**src/verilog/eop_defs.svh**
```systemverilog
// timing constants and refresh row count for the page-mode memory controller
// assumes a 100 MHz sys_clk; counts are derived from times in ns
`ifndef EOP_DEFS_SVH
`define EOP_DEFS_SVH
`define EOP_CLK_NS 10
`define EOP_WAKE_US 200
`define EOP_WAKE_CYC ((`EOP_WAKE_US * 1000) / `EOP_CLK_NS)
`define EOP_WAKE_REFRESHES 8
`define EOP_REF_ROWS 1024
`define EOP_REF_MS 16
`define EOP_REF_INTERVAL_CYC \
  ((`EOP_REF_MS * 1000000) / `EOP_CLK_NS / `EOP_REF_ROWS)
// phase lengths in ns, rounded up to cycles
`define EOP_ROW_PRE_NS 40
`define EOP_ROW_PRE_CYC ((`EOP_ROW_PRE_NS + `EOP_CLK_NS - 1) / `EOP_CLK_NS)
`define EOP_ROW_TO_COL_NS 20
`define EOP_ROW_TO_COL_CYC \
  ((`EOP_ROW_TO_COL_NS + `EOP_CLK_NS - 1) / `EOP_CLK_NS)
`define EOP_COL_PULSE_NS 30
`define EOP_COL_PULSE_CYC \
  ((`EOP_COL_PULSE_NS + `EOP_CLK_NS - 1) / `EOP_CLK_NS)
`define EOP_COL_PRE_NS 10
`define EOP_COL_PRE_CYC ((`EOP_COL_PRE_NS + `EOP_CLK_NS - 1) / `EOP_CLK_NS)
`define EOP_ROW_PULSE_NS 60
`define EOP_ROW_PULSE_CYC \
  ((`EOP_ROW_PULSE_NS + `EOP_CLK_NS - 1) / `EOP_CLK_NS)
`define EOP_GATE_HOLD_NS 15
`define EOP_GATE_HOLD_CYC \
  ((`EOP_GATE_HOLD_NS + `EOP_CLK_NS - 1) / `EOP_CLK_NS)
`endif

```
**src/verilog/eop_pkg.sv**
```systemverilog
// types shared by the page-mode memory controller
package eop_pkg;
  typedef enum logic [1:0] {
    EOP_OP_READ,
    EOP_OP_WRITE,
    EOP_OP_RMW
  } eop_op_t;
endpackage

```
**src/verilog/eop_ctrl.sv**
```systemverilog
// controller driving an asynchronous 16-bit page-mode dynamic memory
// assumes the memory pins are sampled and driven on sys_clk; one
// request at a time from the user side, held until req_ready
`timescale 1ns/1ps
`include "eop_defs.svh"
//////////////////////////////////////////////////////////////////////////////
// Behaviour
// - after power-up wait 200 us, then eight refresh cycles before access
// - after a refresh period overrun, repeat the eight-cycle wake-up
// - pulse both strobes high for column precharge to clear output
// - never late write or read-modify-write with the gate tied low
// - every read meets read-command hold to column or row strobe
// - late writes keep the gate high for disable and gate-hold time
// - no hidden refresh; refresh starts only from idle, write and gate high
// - page cycle time met edge to edge, falling and rising
// - 1,024 refresh cycles within every 16 ms
module eop_ctrl
  import eop_pkg::*;
#(
  parameter int WAKE_CYC = `EOP_WAKE_CYC,
  parameter int REF_INT_CYC = `EOP_REF_INTERVAL_CYC,
  parameter int ROWS = `EOP_REF_ROWS
) (
  input wire logic sys_clk,
  input wire logic nrst,
  input wire logic req_valid,
  input eop_pkg::eop_op_t req_op,
  input wire logic [9:0] req_row,
  input wire logic [9:0] req_col,
  input wire logic [1:0] req_byte_en,
  input wire logic [15:0] req_wdata,
  output logic req_ready,
  output logic rsp_valid,
  output logic [15:0] rsp_rdata,
  output logic init_done,
  output logic row_strobe_n,
  output logic upper_byte_column_strobe_n,
  output logic lower_byte_column_strobe_n,
  output logic write_strobe_n,
  output logic output_gate_n,
  output logic [9:0] addr,
  output logic [15:0] dq_out,
  output logic dq_oe,
  input wire logic [15:0] dq_in
);
  import eop_pkg::*;
  initial begin
    if (WAKE_CYC < 2 || REF_INT_CYC < 64 || REF_INT_CYC > 65535)
      $error("eop_ctrl timing parameters out of range");
    if (ROWS != `EOP_REF_ROWS) $error("eop_ctrl row count unsupported");
  end
  //////////////////////////////////////////////////////////////////////////
  typedef enum logic [3:0] {
    ST_WAKE, ST_IDLE, ST_REF_COL, ST_REF_ROW, ST_REF_PRE,
    ST_ROW, ST_COL, ST_RD_HOLD, ST_WR, ST_GATE_HOLD, ST_COL_PRE, ST_PRE
  } eop_st_t;
  typedef struct packed {
    eop_st_t st;
    logic [3:0] wake_left;
    logic wake_run;
    logic [15:0] ref_cnt;
    logic ref_owed;
    logic ready, rvalid, idone;
    logic [15:0] rdata;
    logic ras_n, upper_byte_column_strobe_n_n, lower_byte_column_strobe_n_n, we_n, oe_n, oe;
    logic [9:0] a;
    logic [15:0] dq;
    eop_op_t op;
    logic [1:0] be;
    logic [15:0] wd;
    logic [9:0] col;
  } eop_state_t;
  eop_state_t s_r, s_nxt;
  logic tmr_load, tmr_done;
  logic [15:0] tmr_count;
  eop_timer #(.W(16)) u_timer (
    .sys_clk(sys_clk),
    .nrst(nrst),
    .load(tmr_load),
    .count(tmr_count),
    .done(tmr_done)
  );
  //////////////////////////////////////////////////////////////////////////
  always_comb begin
    s_nxt = s_r;
    tmr_load = 1'b0;
    tmr_count = 16'h0000;
    s_nxt.rvalid = 1'b0;
    s_nxt.ready = 1'b0;
    // refresh debt: one row per interval
    if (s_r.ref_cnt == 16'(REF_INT_CYC - 1)) begin
      s_nxt.ref_cnt = 16'h0000;
      // a second debt before the first is paid means tref overrun
      if (s_r.ref_owed && s_r.idone) begin
        s_nxt.idone = 1'b0;
        s_nxt.wake_left = 4'(`EOP_WAKE_REFRESHES);
      end
      s_nxt.ref_owed = 1'b1;
    end else begin
      s_nxt.ref_cnt = s_r.ref_cnt + 16'h0001;
    end
    case (s_r.st)
      ST_WAKE: begin
        // 200 us pause with all strobes high, then eight refreshes
        if (!s_r.wake_run) begin
          tmr_load = 1'b1;
          tmr_count = 16'(WAKE_CYC);
          s_nxt.wake_run = 1'b1;
        end else if (tmr_done) begin
          s_nxt.st = ST_IDLE;
          s_nxt.wake_left = 4'(`EOP_WAKE_REFRESHES);
        end
      end
      ST_IDLE: begin
        s_nxt.oe = 1'b0;
        s_nxt.we_n = 1'b1;
        s_nxt.oe_n = 1'b1;
        if (s_r.wake_left != 4'h0 || s_r.ref_owed) begin
          // column-first refresh, address and gate don't care
          // strobe-only refresh is never issued, so no row address
          // refresh starts only from idle, never hidden
          s_nxt.upper_byte_column_strobe_n_n = 1'b0;
          s_nxt.lower_byte_column_strobe_n_n = 1'b0;
          s_nxt.st = ST_REF_COL;
        end else if (s_r.idone && req_valid) begin
          s_nxt.ready = 1'b1;
          s_nxt.op = req_op;
          s_nxt.be = req_byte_en;
          s_nxt.wd = req_wdata;
          s_nxt.col = req_col;
          s_nxt.a = req_row;
          s_nxt.ras_n = 1'b0;
          tmr_load = 1'b1;
          tmr_count = 16'(`EOP_ROW_TO_COL_CYC);
          s_nxt.st = ST_ROW;
        end
      end
      ST_REF_COL: begin
        s_nxt.ras_n = 1'b0;
        s_nxt.ref_owed = 1'b0;
        tmr_load = 1'b1;
        tmr_count = 16'(`EOP_ROW_PULSE_CYC);
        s_nxt.st = ST_REF_ROW;
      end
      ST_REF_ROW: if (tmr_done) begin
        s_nxt.ras_n = 1'b1;
        s_nxt.upper_byte_column_strobe_n_n = 1'b1;
        s_nxt.lower_byte_column_strobe_n_n = 1'b1;
        if (s_r.wake_left != 4'h0) begin
          s_nxt.wake_left = s_r.wake_left - 4'h1;
          if (s_r.wake_left == 4'h1) s_nxt.idone = 1'b1;
        end
        tmr_load = 1'b1;
        tmr_count = 16'(`EOP_ROW_PRE_CYC);
        s_nxt.st = ST_REF_PRE;
      end
      ST_REF_PRE: if (tmr_done) s_nxt.st = ST_IDLE;
      ST_ROW: if (tmr_done) begin
        s_nxt.a = s_r.col;
        // write strobe falls with the column strobe: early write
        if (s_r.op == EOP_OP_WRITE) begin
          s_nxt.we_n = 1'b0;
          s_nxt.dq = s_r.wd;
          s_nxt.oe = 1'b1;
        end else begin
          // gate low for reads; rmw needs gate control
          s_nxt.oe_n = 1'b0;
        end
        // byte lanes on their own column strobes
        s_nxt.lower_byte_column_strobe_n_n = !s_r.be[0];
        s_nxt.upper_byte_column_strobe_n_n = !s_r.be[1];
        tmr_load = 1'b1;
        tmr_count = 16'(`EOP_COL_PULSE_CYC);
        s_nxt.st = ST_COL;
      end
      ST_COL: if (tmr_done) begin
        if (s_r.op == EOP_OP_WRITE) begin
          s_nxt.st = ST_PRE;
          s_nxt.lower_byte_column_strobe_n_n = 1'b1;
          s_nxt.upper_byte_column_strobe_n_n = 1'b1;
          s_nxt.we_n = 1'b1;
          s_nxt.oe = 1'b0;
          tmr_load = 1'b1;
          tmr_count = 16'(`EOP_ROW_PRE_CYC);
        end else begin
          s_nxt.rdata = dq_in;
          // gate high before the write strobe, device floats
          s_nxt.oe_n = 1'b1;
          s_nxt.st = ST_RD_HOLD;
          tmr_load = 1'b1;
          tmr_count = 16'(`EOP_GATE_HOLD_CYC);
        end
      end
      ST_RD_HOLD: if (tmr_done) begin
        if (s_r.op == EOP_OP_RMW) begin
          // late write after delays, gate still high
          s_nxt.we_n = 1'b0;
          s_nxt.dq = s_r.wd;
          s_nxt.oe = 1'b1;
          s_nxt.st = ST_WR;
          tmr_load = 1'b1;
          tmr_count = 16'(`EOP_GATE_HOLD_CYC);
        end else begin
          // write strobe stays high through both strobes rising
          s_nxt.rvalid = 1'b1;
          s_nxt.lower_byte_column_strobe_n_n = 1'b1;
          s_nxt.upper_byte_column_strobe_n_n = 1'b1;
          s_nxt.st = ST_COL_PRE;
          tmr_load = 1'b1;
          tmr_count = 16'(`EOP_COL_PRE_CYC);
        end
      end
      ST_WR: if (tmr_done) begin
        s_nxt.rvalid = 1'b1;
        s_nxt.lower_byte_column_strobe_n_n = 1'b1;
        s_nxt.upper_byte_column_strobe_n_n = 1'b1;
        s_nxt.we_n = 1'b1;
        s_nxt.oe = 1'b0;
        s_nxt.st = ST_COL_PRE;
        tmr_load = 1'b1;
        tmr_count = 16'(`EOP_COL_PRE_CYC);
      end
      // both strobes high for the column precharge clears outputs
      // one column per row cycle keeps page timing slack on both edges
      ST_COL_PRE: if (tmr_done) begin
        s_nxt.ras_n = 1'b1;
        s_nxt.st = ST_PRE;
        tmr_load = 1'b1;
        tmr_count = 16'(`EOP_ROW_PRE_CYC);
      end
      ST_PRE: if (tmr_done) begin
        s_nxt.ras_n = 1'b1;
        s_nxt.st = ST_IDLE;
      end
      default: s_nxt.st = ST_IDLE;
    endcase
    if (s_r.st == ST_COL && tmr_done && s_r.op == EOP_OP_WRITE)
      s_nxt.ras_n = 1'b1;
  end
  always_ff @(posedge sys_clk) begin
    if (!nrst) begin
      s_r <= '0;
      s_r.st <= ST_WAKE;
      s_r.ras_n <= 1'b1;
      s_r.upper_byte_column_strobe_n_n <= 1'b1;
      s_r.lower_byte_column_strobe_n_n <= 1'b1;
      s_r.we_n <= 1'b1;
      s_r.oe_n <= 1'b1;
    end else begin
      s_r <= s_nxt;
    end
  end
  assign req_ready = s_r.ready;
  assign rsp_valid = s_r.rvalid;
  assign rsp_rdata = s_r.rdata;
  assign init_done = s_r.idone;
  assign row_strobe_n = s_r.ras_n;
  assign upper_byte_column_strobe_n = s_r.upper_byte_column_strobe_n_n;
  assign lower_byte_column_strobe_n = s_r.lower_byte_column_strobe_n_n;
  assign write_strobe_n = s_r.we_n;
  assign output_gate_n = s_r.oe_n;
  assign addr = s_r.a;
  assign dq_out = s_r.dq;
  assign dq_oe = s_r.oe;
  //////////////////////////////////////////////////////////////////////////
  a_drive_gate_high: assert property (@(posedge sys_clk) disable iff (!nrst)
    dq_oe |-> output_gate_n) else $error("driving with gate low");
  a_refresh_col_first: assert property (@(posedge sys_clk)
    disable iff (!nrst) $fell(row_strobe_n) && s_r.st == ST_REF_ROW
    |-> !lower_byte_column_strobe_n)
    else $error("refresh row fell without column low");
  a_no_access_early: assert property (@(posedge sys_clk) disable iff (!nrst)
    req_ready |-> init_done) else $error("access before wake-up");
  a_write_with_col: assert property (@(posedge sys_clk) disable iff (!nrst)
    $fell(write_strobe_n) && s_r.op == EOP_OP_WRITE
    |-> $fell(lower_byte_column_strobe_n) || $fell(upper_byte_column_strobe_n)
    || (lower_byte_column_strobe_n && upper_byte_column_strobe_n))
    else $error("early write strobe not with column");
  a_rmw_gate_high: assert property (@(posedge sys_clk) disable iff (!nrst)
    $fell(write_strobe_n) && s_r.op == EOP_OP_RMW |-> output_gate_n)
    else $error("late write with gate low");
  a_col_precharge: assert property (@(posedge sys_clk) disable iff (!nrst)
    $rose(rsp_valid) && s_r.op == EOP_OP_READ
    |-> lower_byte_column_strobe_n && upper_byte_column_strobe_n
    && !row_strobe_n ##1 row_strobe_n)
    else $error("column precharge missing");
  a_read_we_high: assert property (@(posedge sys_clk) disable iff (!nrst)
    s_r.op == EOP_OP_READ && !row_strobe_n |-> write_strobe_n)
    else $error("write strobe low in read");
  a_wake_count: assert property (@(posedge sys_clk) disable iff (!nrst)
    $rose(init_done) |-> s_r.st == ST_REF_PRE)
    else $error("wake-up ended outside refresh");
  c_read: cover property (@(posedge sys_clk) rsp_valid && s_r.op == EOP_OP_READ);
  c_rmw: cover property (@(posedge sys_clk) rsp_valid && s_r.op == EOP_OP_RMW);
  c_refresh: cover property (@(posedge sys_clk) s_r.st == ST_REF_ROW);
endmodule // eop_ctrl

```
**src/verilog/eop_timer.sv**
```systemverilog
// down-counter that pulses done when a loaded count has elapsed
// assumes load is a one-cycle request; count of 0 is treated as 1
`timescale 1ns/1ps
module eop_timer #(
  parameter int W = 16
) (
  input wire logic sys_clk,
  input wire logic nrst,
  input wire logic load,
  input wire logic [W-1:0] count,
  output logic done
);
  typedef struct packed {
    logic [W-1:0] cnt;
    logic run;
  } eop_tmr_t;
  eop_tmr_t s_r, s_nxt;
  initial begin
    if (W < 2) $error("eop_timer width too small");
  end
  always_comb begin
    s_nxt = s_r;
    if (load) begin
      s_nxt.cnt = (count == '0) ? W'(1) : count;
      s_nxt.run = 1'b1;
    end else if (s_r.run) begin
      s_nxt.cnt = s_r.cnt - W'(1);
      if (s_r.cnt == W'(1)) s_nxt.run = 1'b0;
    end
  end
  always_ff @(posedge sys_clk) begin
    if (!nrst) s_r <= '0;
    else s_r <= s_nxt;
  end
  assign done = s_r.run && (s_r.cnt == W'(1));
endmodule // eop_timer

```
**config.mk**
```make
export PLATFORM = sky130hd
export DESIGN_NAME = eop_ctrl
export DESIGN_NICKNAME = d
export VERILOG_FILES = /design/src/verilog/eop_pkg.sv /design/src/verilog/eop_ctrl.sv /design/src/verilog/eop_timer.sv
export VERILOG_INCLUDE_DIRS = /design/src /design/src/verilog
export SDC_FILE = /design/constraint.sdc
export NUM_CORES = 1
export LEC_CHECK = 0
export BUFFER_PORTS_ARGS = -buffer_cell sky130_fd_sc_hd__clkbuf_2
export CORE_UTILIZATION = 25
export DETAILED_ROUTE_END_ITERATION = 12
export GPL_ROUTABILITY_DRIVEN = 0
export GPL_TIMING_DRIVEN = 0
export HOLD_SLACK_MARGIN = 0.06
export PLACE_DENSITY = 0.51
export SLEW_MARGIN = 20
export SYNTH_ARGS = -nofsm -noshare
export SYNTH_HDL_FRONTEND = slang
export SYNTH_HIERARCHICAL = 1
export SYNTH_SLANG_ARGS = --single-unit
```
**constraint.sdc**
```tcl
create_clock -name sys_clk -period 3.75 [get_ports sys_clk]
set_input_delay 0.375 -clock sys_clk [delete_from_list [all_inputs] [get_ports sys_clk]]
set_output_delay 0.375 -clock sys_clk [all_outputs]
set_load 0.01 [all_outputs]
```
==> run summary, run 1 <==
Clk root buf: clkbuf_16
Final core occ: 32.4%
Fraction of registers with async set/reset: 0%
Syn Area/Cell: 8.10 µm²
Post-Syn Area: 5960 µm²
Core area: 23400 µm²
Fmax: 286 MHz
RR Startpoint: u_timer/s_r[11]
DRC: 0
MaxCap Viol Count: 0
Post-DR vias/cell: 4.43
Pin count of the biggest net entering global routing: 17
Leakage: 0.00303 µW
Fraction of layout cells with a size suffix above 1: 24.5%
Final nets: 945
# Post-CTS Setup Buffers: 0
GRT Util Overall: 14.0%
Syn-to-layout area delta: 27.1%
Worst vdd rail ir drop: 266 µV
Die area: 24500 µm²
Die Height: 156 µm
Synth area leader: dfxtp_1
Congestion Overflow GR: 0
Worst setup EP type: register
Max-slew violations: 0
Min-Delay Path Class: in -> reg
Syn. warnings: 6
Initial antenna violation count: 0
Setup TNS: 0 ps
Startpoint class of the critical path: register
Minimum clock period: 3490 ps
Power per standard cell area: 485 nW/µm²
Wirelength per Cell: 13.7 µm
Clock Path Buffers: 2
Arrival time at the worst endpoint: 3780 ps
Slew Limit Headroom: 33.5%
CP Class: reg -> reg
Hold Buf Count CTS: 0
Register clock-pin slew on the reported worst setup and hold paths: 60 ps
Vias: 5374
Yosys reg bits: 124
Std-Cell Rows: 56
Worst Skew: 10.4 ps
Total Power: 3670 µW
First-pass DRT Iterations: 4
Final period utilization: 93.1%
Status: finished, final reports clean
Vias in the first global route: 4941
Starting density of the core: 25.5%
Distinct cells, synth: 68
Final Hold Vio Count: 0
Primary FF master, synth: dfxtp_1
Number of enable flip-flop cells after synthesis: 0
Area share of the largest cell type after synthesis: 41.7%
Final WS setup: 259 ps
TritonCTS Buffers: 17
Worst Hold Launch: req_wdata[8]
Worst-Margin Slew: 997 ps
DRT antenna net count: 0
Final setup fails: 0
Part of the Yosys area used for sequential elements: 41.7%
WP data required: 4040 ps
Top cells by area, synth: dfxtp_1, nand2_1, a21oi_1
H-tree Lvls: 4
Worst Setup Slack post-DPL: -140 ps
DRT iter0 DRCs: 317
Clk sinks: 124
First-pass GRT wire length: 26600 µm
Later-pin clock latency in the skew report: 420 ps
IO Port Bufs: 109
Cells after synthesis: 736
Worst setup path start: u_timer/s_r[11]
CTS tree: yes
RSZ-0062 raised after global routing: false
Dpl hpwl: 12000 µm
Die span in x: 156 µm
# diodes: 0
WL final: 16600 µm
Crit path max fanout: 10
IO Pins: 110
-- power by group --
part | leakage (µW) | internal, µW | switching (µW)
combinational | 0.00174 | 211 | 335
clock | 0.000286 | 1010 | 670
sequential | 0.00100 | 1390 | 61.3
-- final timing paths --
check	endpoint	slack (ps)	cells after the start
max	dq_out[10]	260	10
min	s_r[18]	180	3
min reg2reg	rsp_rdata[8]	450	2
max reg2reg	dq_out[10]	260	10
-- metrics by stage --
| stage | cells | area, µm² | hold slack (ps) |
|---|---|---|---|
| after floorplan | 751 | 6020 | 433 |
| after global placement | 1179 | 6960 | 444 |
| after detailed placement | 1180 | 6970 | 447 |
| after CTS | 1212 | 7570 | 157 |
| after global routing | 1212 | 7570 | 168 |
| final | 1212 | 7570 | 176 |
-- registers in the layout, summed over array words and instances (netlist names) --
| name | count |
|---|---|
| output_gate_n | 1 |
| upper_byte_column_strobe_n | 1 |
| dq_oe | 1 |
| row_strobe_n | 1 |
| write_strobe_n | 1 |
| rsp_rdata | 16 |
| req_ready | 1 |
| addr | 10 |
| s_r | 56 |
| u_timer/s_r | 17 |
| rsp_valid | 1 |
| lower_byte_column_strobe_n | 1 |
| init_done | 1 |
| dq_out | 16 |
-- kinds of logic (layout without fill, tap and decap cells) --
logic type	count (synthesis)	after routing	share of synthesized area [%]
AOI/OAI and AO/OA	148	148	15.8
and+or+nand+nor	317	317	25.1
other	1	16	0.0629
buffers and inverters	97	239	9.38
DFF	124	124	41.7
adders and majority gates	6	6	1.26
xor gates and xnor gates	24	24	3.53
muxes	19	19	3.19
-- cell usage in the layout, fill, tap and decap left out, types with 6 or more instances in the layout --
| master | count |
|---|---|
| mux2i_1 | 19 |
| nand2b_1 | 8 |
| nand3_1 | 17 |
| clkbuf_1 | 22 |
| buf_2 | 13 |
| xor2_1 | 18 |
| ha_1 | 6 |
| nor3_1 | 7 |
| a311oi_1 | 11 |
| xnor2_1 | 6 |
| nor2_1 | 79 |
| nor2b_1 | 6 |
| buf_4 | 43 |
| and3_1 | 8 |
| conb_1 | 16 |
| clkbuf_16 | 17 |
| dfxtp_1 | 124 |
| o21ai_0 | 23 |
| nand4_1 | 10 |
| a31oi_1 | 6 |
| a21oi_1 | 72 |
| clkbuf_2 | 112 |
| inv_1 | 11 |
| nand2_1 | 139 |
-- area by class of cell --
class	instances	area (µm²)
Buffer	86	522
Clock buffer	18	439
Clock inverter	14	160
Fill cell	2596	15800
Inverter	11	41.3
Multi-Input combinational cell	530	2980
Sequential cell	124	2480
Tap cell	319	399
Timing Repair Buffer	110	551
-- Yosys cell counts, types with 4 or more instances --
| cell | number |
|---|---|
| o21ai_0 | 23 |
| o31ai_1 | 4 |
| a21oi_1 | 72 |
| mux2i_1 | 19 |
| dfxtp_1 | 124 |
| nand4_1 | 10 |
| a311oi_1 | 11 |
| o211a_1 | 4 |
| o211ai_1 | 5 |
| nor2_1 | 79 |
| a31oi_1 | 6 |
| nand2_1 | 139 |
| nand3_1 | 17 |
| buf_2 | 11 |
| xnor2_1 | 6 |
| and3_1 | 8 |
| buf_1 | 4 |
| clkbuf_1 | 25 |
| buf_4 | 43 |
| nand2b_1 | 8 |
| xor2_1 | 18 |
| nor3_1 | 7 |
| or3_1 | 5 |
| or4_1 | 4 |
| nor4_1 | 5 |
| ha_1 | 6 |
| inv_1 | 11 |
| nor2b_1 | 6 |
-- worst max-delay path, stage by stage, from the launching register on --
cell       delay (ps)
dfxtp_1           350
or3_4             410
or3_2             450
nor3_1            230
and2_1            150
buf_2             220
inv_1             210
a2111oi_4         810
buf_8             260
mux2i_1           210
nor2_1             50
-- what timing repair did --
item                       4_1_cts  5_1_grt
gates resized for setup          1        5
setup endpoints to repair       13       15
pin swaps                        0        1
-- layer usage --
layer	vias up	wire (µm)	GRT usage, %
li1	2774	-	-
met1	2409	8370	19.6
met2	175	6880	20.5
met3	16	1200	4.13
met4	0	178	4.39
met5	-	0	0
Note: power is estimated with default switching activity, not from simulation.
==> run 2: changes to the inputs <==
Settings changed: CORE_UTILIZATION 25 to 55, GPL_TIMING_DRIVEN 0 to not set, PLACE_DENSITY 0.51 to 0.88.
==> run 2 against run 1 <==
Against the previous run: design area decreased by 4.5%; register-to-register slack improved by 460 ps; die area decreased by 54%; clock-buffer cell count increased by 1; largest power group unchanged; first-iteration DRC count increased by 110%; global-route usage increased by 14 points; hold slack got worse by 100 ps; sequential share of layout area increased by 1.5 points; core utilization increased by 37 points; sequential power about the same; combinational power increased by 2%.
==> run summary, run 2 (synthesis gave the netlist of run 1 again) <==
Std-Cell Rows: 37
Minimum clock period: 3030 ps
Clk root buf: clkbuf_8
TritonCTS Buffers: 17
Worst setup EP type: register
Status: finished, final reports clean
Final hold slack: 74.6 ps
Worst-path cell chain: or3_4 -> or3_2 -> nor3_1 -> and2_1 -> nand3_1 -> o211a_1 -> o211ai_1 -> inv_1 -> and3_1 -> a32oi_1 -> nand3_1
Clk sinks: 124
Slowest-stage cell, CP: or3_2
WP data required: 4160 ps
Finished Cell Area: 7230 µm²
Worst Skew: 6.96 ps
Vias in the first global route: 5173
Pin count of the biggest net entering global routing: 33
Starting density of the core: 57.2%
CP Class: reg -> reg
Arrival time at the worst endpoint: 3450 ps
Most common cell after layout, fill and taps aside: nand2_1
Clock Path Buffers: 2
RR Startpoint: u_timer/s_r[11]
Final nets: 908
Number of placed instances, taps included: 929
Die span in x: 106 µm
Post-DR vias/cell: 5.62
DRT antenna net count: 0
Worst-Margin Slew: 844 ps
Part of the power in registers: 41.2%
IO Port Bufs: 109
Switching power: 1010 µW
Comb pwr share: 15.5%
# diodes: 0
GRT Util Overall: 28.0%
Congestion Overflow GR: 0
Fmax: 330 MHz
Crit path max fanout: 12
CTS tree: yes
RSZ-0062 raised after global routing: false
Sw Share: 28.2%
Setup TNS: 0 ps
Die area: 11300 µm²
DRC: 0
Fraction of layout cells with a size suffix above 1: 20.6%
Fill cells: 750
Power per standard cell area: 497 nW/µm²
Multi-input gate area: 2980 µm²
Register clock-pin slew on the reported worst setup and hold paths: 60 ps
H-tree Lvls: 4
WL final: 15200 µm
Syn-to-layout area delta: 21.4%
CP peak stage delay: 450 ps
# Post-CTS Setup Buffers: 0
CP delay by family, top: simple AND/OR/NAND/NOR gates
Top reg by flops: s_r
Worst vdd rail ir drop: 378 µV
Final period utilization: 80.9%
Int Power: 2580 µW
Largest register FFs: 56
MaxCap Viol Count: 0
Top Registers: s_r (56), u_timer/s_r (17)
First-pass DRT Iterations: 6
Final setup fails: 0
CP bufs+invs: 1
Startpoint class of the critical path: register
Most used cell, CP: nand3_1
Vias: 5579
Post_cts resized: 0
Final Hold Vio Count: 0
Post-Place Cell Area: 6360 µm²
Worst Hold Launch: req_col[8]
Core area: 10400 µm²
Non-filler cells, final: 992
DRT iter0 DRCs: 678
Slew Limit Headroom: 43.6%
Max-slew violations: 0
Dpl hpwl: 8780 µm
Die Height: 106 µm
Leakage: 0.00288 µW
Min-Delay Path Class: in -> reg
First-pass GRT wire length: 24900 µm
Initial antenna violation count: 0
Register area: 2480 µm²
Wirelength per Cell: 15.3 µm
Worst setup path start: u_timer/s_r[11]
IO Pins: 110
Clock network power share: 43.4%
Later-pin clock latency in the skew report: 530 ps
Leading cell types in the layout, fill and taps excluded: nand2_1, dfxtp_1, clkbuf_2, nor2_1, a21oi_1
[run 2: changes by cell type in the layout (fill, tap and decap cells not counted), moves of 3 or more]
cell | before | now
dlygate4sd3_1 | 0 | 31
buf_4 | 43 | 19
clkbuf_1 | 22 | 2
buf_2 | 13 | 0
buf_1 | 4 | 0
clkbuf_2 | 112 | 109
[run 2: path summary, 6_finish.rpt]
check	endpoint	slack, ps	cells after the start
setup / recovery	u_timer/s_r[16]	720	11
hold / removal	s_r[8]	70	3
setup reg to reg	u_timer/s_r[16]	720	11
hold reg to reg	rsp_rdata[11]	450	2
[run 2: through the flow]
stage / util [%] / total power (µW) / worst slack (ps)
2_1_floorplan: - / 1850 / 538
3_3_place_gp: 61.0 / 2000 / 858
3_5_place_dp: 61.0 / 2010 / 759
4_1_cts: 69.4 / 3590 / 749
5_1_grt: 69.4 / 3740 / 499
6_report: 69.4 / 3590 / 716
[run 2: repair_timing]
action / in CTS / in global routing
hold endpoints to repair: 31 / 0
hold buffers: 31 / 0
endpoints found under the setup margin: 0 / 0
[run 2: final cells by class]
| type | count | share of cell area, % |
|---|---|---|
| clock inverter | 13 | 1.97 |
| sequential | 124 | 34.3 |
| timing repair buffer | 159 | 13.8 |
| tap | 136 | 2.35 |
| multi-input combinational | 530 | 41.2 |
| clock buffer | 19 | 5.83 |
| inverter | 11 | 0.571 |
[run 2: power by group through the flow]
stage	Clock, µW	Combinational, µW	Sequential, µW
2_1_floorplan	0	387	1460
3_3_place_gp	0	501	1500
3_5_place_dp	0	510	1500
4_1_cts	1570	541	1470
5_1_grt	1630	620	1490
6_report	1560	555	1480
[run 2: per-layer routing]
metal  global-route usage (%)  up-vias  wire (µm)
li1                         -     2692          -
met1                     35.2     2546       6240
met2                     44.4      284       7290
met5                        0        -          0
met3                     6.68       57       1070
met4                     15.6        0        559
[run 2: worst reg2reg max path, delay by kind of cell, from the launching register on]
family | cells | cell delay (ps)
AND/OR/NAND/NOR | 7 | 1820
AO/OA/AOI/OAI | 3 | 540
flip-flops | 1 | 350
buffers and inverters | 1 | 220
==> run 3: changes to the inputs <==
Settings changed: ABC_AREA set to 1, CORE_UTILIZATION 55 to 51, PLACE_DENSITY 0.88 to 0.86.
Clock period 3.75 ns to 2.65 ns, I/O delays scaled along.
==> run 3 against run 2 <==
Against the previous run: global-route usage shrank 4.4 points; area after synthesis rose by 5.2%; die area up 13%; sequential cell count unchanged; clock power rose by 45%; synthesized cell count increased by 22%; core utilization is 9.1 points lower; power rose by 94%; cell count rose by 15%; register-to-register slack lost 360 ps; sequential power up 55%.
==> run summary, run 3 <==
GRT Util Overall: 23.7%
Die Height: 113 µm
Top Registers: s_r (56), u_timer/s_r (17)
Syn-to-layout area delta: 15.5%
Vias: 5984
Leading cell types in the layout, fill and taps excluded: nor2_1, nand2_1, dfxtp_1, clkbuf_2, inv_1
Worst-Margin Slew: 548 ps
Setup TNS: 0 ps
First-pass DRT Iterations: 7
Slew Limit Headroom: 63.3%
Max-slew violations: 0
RR Startpoint: s_r[103]
Power per standard cell area: 962 nW/µm²
Most frequent cells after synthesis: nor2_1, nand2_1, dfxtp_1, inv_1, o21ai_0
Worst setup EP type: register
Later-pin clock latency in the skew report: 410 ps
Arrival time at the worst endpoint: 2570 ps
Final nets: 1043
Area share of the largest cell type after synthesis: 39.6%
Initial antenna violation count: 0
Slowest-stage cell, CP: dfxtp_1
Worst Skew: 12.3 ps
Worst Hold Launch: dq_in[1]
Minimum clock period: 2290 ps
Fmax: 437 MHz
Top cells by area, synth: dfxtp_1, nor2_1, nand2_1
Die span in x: 113 µm
DRC: 0
DR WL met2: 6870 µm
Clk sinks: 124
Cells after synthesis: 898
DRT iter0 DRCs: 373
Dpl hpwl: 9940 µm
Register clock-pin slew on the reported worst setup and hold paths: 60 ps
IO Pins: 110
WP data required: 2930 ps
Worst setup path start: s_r[103]
Post-Place Cell Area: 6650 µm²
H-tree Lvls: 4
Status: finished, final reports clean
IO Port Bufs: 109
Highest Signal Layer: met4
Post-DR vias/cell: 5.26
Top reg by flops: s_r
Most used cell, CP: inv_2
WL met1: 5890 µm
Yosys reg bits: 124
Count leader, synth: nor2_1
Syn. warnings: 6
Number of enable flip-flop cells after synthesis: 0
Syn Area/Cell: 6.98 µm²
DRT antenna net count: 0
RSZ-0062 raised after global routing: false
Final Hold Vio Count: 0
Post-Syn Area: 6270 µm²
DR WL met3: 1000 µm
Finished Cell Area: 7240 µm²
Primary FF master, synth: dfxtp_1
Core area: 12000 µm²
Vias in the first global route: 5635
Worst-path cell chain: inv_2 -> nor2_4 -> nand2_2 -> nor2_4 -> nand3_4 -> clkinv_2 -> nor2_1 -> o21ai_0 -> inv_2 -> nand2_2 -> inv_2 -> a22oi_1 -> a21oi_2
Clock Path Buffers: 2
Fraction of registers with async set/reset: 0%
Synth area leader: dfxtp_1
CP peak stage delay: 530 ps
Startpoint class of the critical path: register
Final period utilization: 86.4%
Wirelength per Cell: 12.4 µm
Crit path max fanout: 12
Congestion Overflow GR: 0
Clk root buf: clkbuf_16
Die area: 12700 µm²
Pin count of the biggest net entering global routing: 49
Std-Cell Rows: 40
CP Class: reg -> reg
Total Power: 6970 µW
CTS tree: yes
Most common cell after layout, fill and taps aside: nor2_1
First-pass GRT wire length: 24500 µm
TritonCTS Buffers: 17
Distinct cells, synth: 41
Fraction of layout cells with a size suffix above 1: 19.8%
Leakage: 0.00326 µW
Largest register FFs: 56
Final hold slack: 72.2 ps
Worst vdd rail ir drop: 484 µV
Min-Delay Path Class: in -> reg
Hold Buf Count CTS: 0
WL final: 14100 µm
Part of the Yosys area used for sequential elements: 39.6%
Final setup fails: 0
Starting density of the core: 52.2%
MaxCap Viol Count: 0
# diodes: 0
-- run 3: cell count changes after synthesis, sizes merged, moves of 7 or more --
cell and change:
inv +81, nand3 +42, o21ai +67, a311oi -11, nand4 +16, nand2b -8, xor2 -11, a22oi +10
and3 -7, clkbuf -14, or3 -8, nor2 +83, mux2i -19, nand2 +10
-- run 3: logic make-up (layout without fill, tap and decap cells) --
logic type,Yosys count,after routing,share of synthesized area (%)
AOI/OAI and AO/OA,180,180,15.0
xor gates and xnor gates,8,8,1.12
adders and majority gates,6,6,1.20
buffers and inverters,168,246,13.4
DFF,124,124,39.6
other,1,16,0.0598
and+or+nand+nor,411,411,29.6
-- run 3: worst max-delay path, delay by kind of cell (launching register included) --
kind	cells	cell delay (ps)
compound gates	3	390
flops	1	530
buf+inv	4	450
simple gates	6	780
-- run 3: cell type report --
type                    instances  area [µm²]
fillers                      1069        4770
multi-input cells             621        3020
flip-flops and latches        124        2480
repair buffers                119         621
clock buffers                  18         439
inverters                      95         358
well taps                     147         184
clock inverters                14         145
-- run 3: power breakdown --
group | internal (µW) | switching, µW | leakage [µW]
registers | 2050 | 249 | 0.00100
clock network | 1350 | 907 | 0.000280
logic | 817 | 1600 | 0.00198
-- run 3: path summary, 6_finish.rpt --
| path | endpoint | slack, ps | depth (start not counted) |
|---|---|---|---|
| max | u_timer/s_r[16] | 360 | 13 |
| min reg2reg | dq_out[6] | 440 | 2 |
| max reg2reg | u_timer/s_r[16] | 360 | 13 |
| min | rsp_rdata[1] | 70 | 3 |
-- run 3: what timing repair did --
| action | CTS | global route |
|---|---|---|
| endpoints found under the setup margin | 0 | 21 |
| gates resized for setup | 0 | 5 |
| buffers inserted | 0 | 0 |
-- run 3: layer usage --
metal | up-vias | track usage (%)
met2 | 229 | 40.5
li1 | 3024 | -
met5 | - | 0
met3 | 36 | 6.43
met4 | 0 | 11.0
met1 | 2695 | 27.6
-- run 3: stage by stage --
stage,worst slack (ps),std cells,utilization [%]
3_3_place_gp,345,1106,55.3
2_1_floorplan,86.6,913,-
3_5_place_dp,269,1106,55.3
4_1_cts,219,1138,60.2
6_report,361,1138,60.3
5_1_grt,13.5,1138,60.3
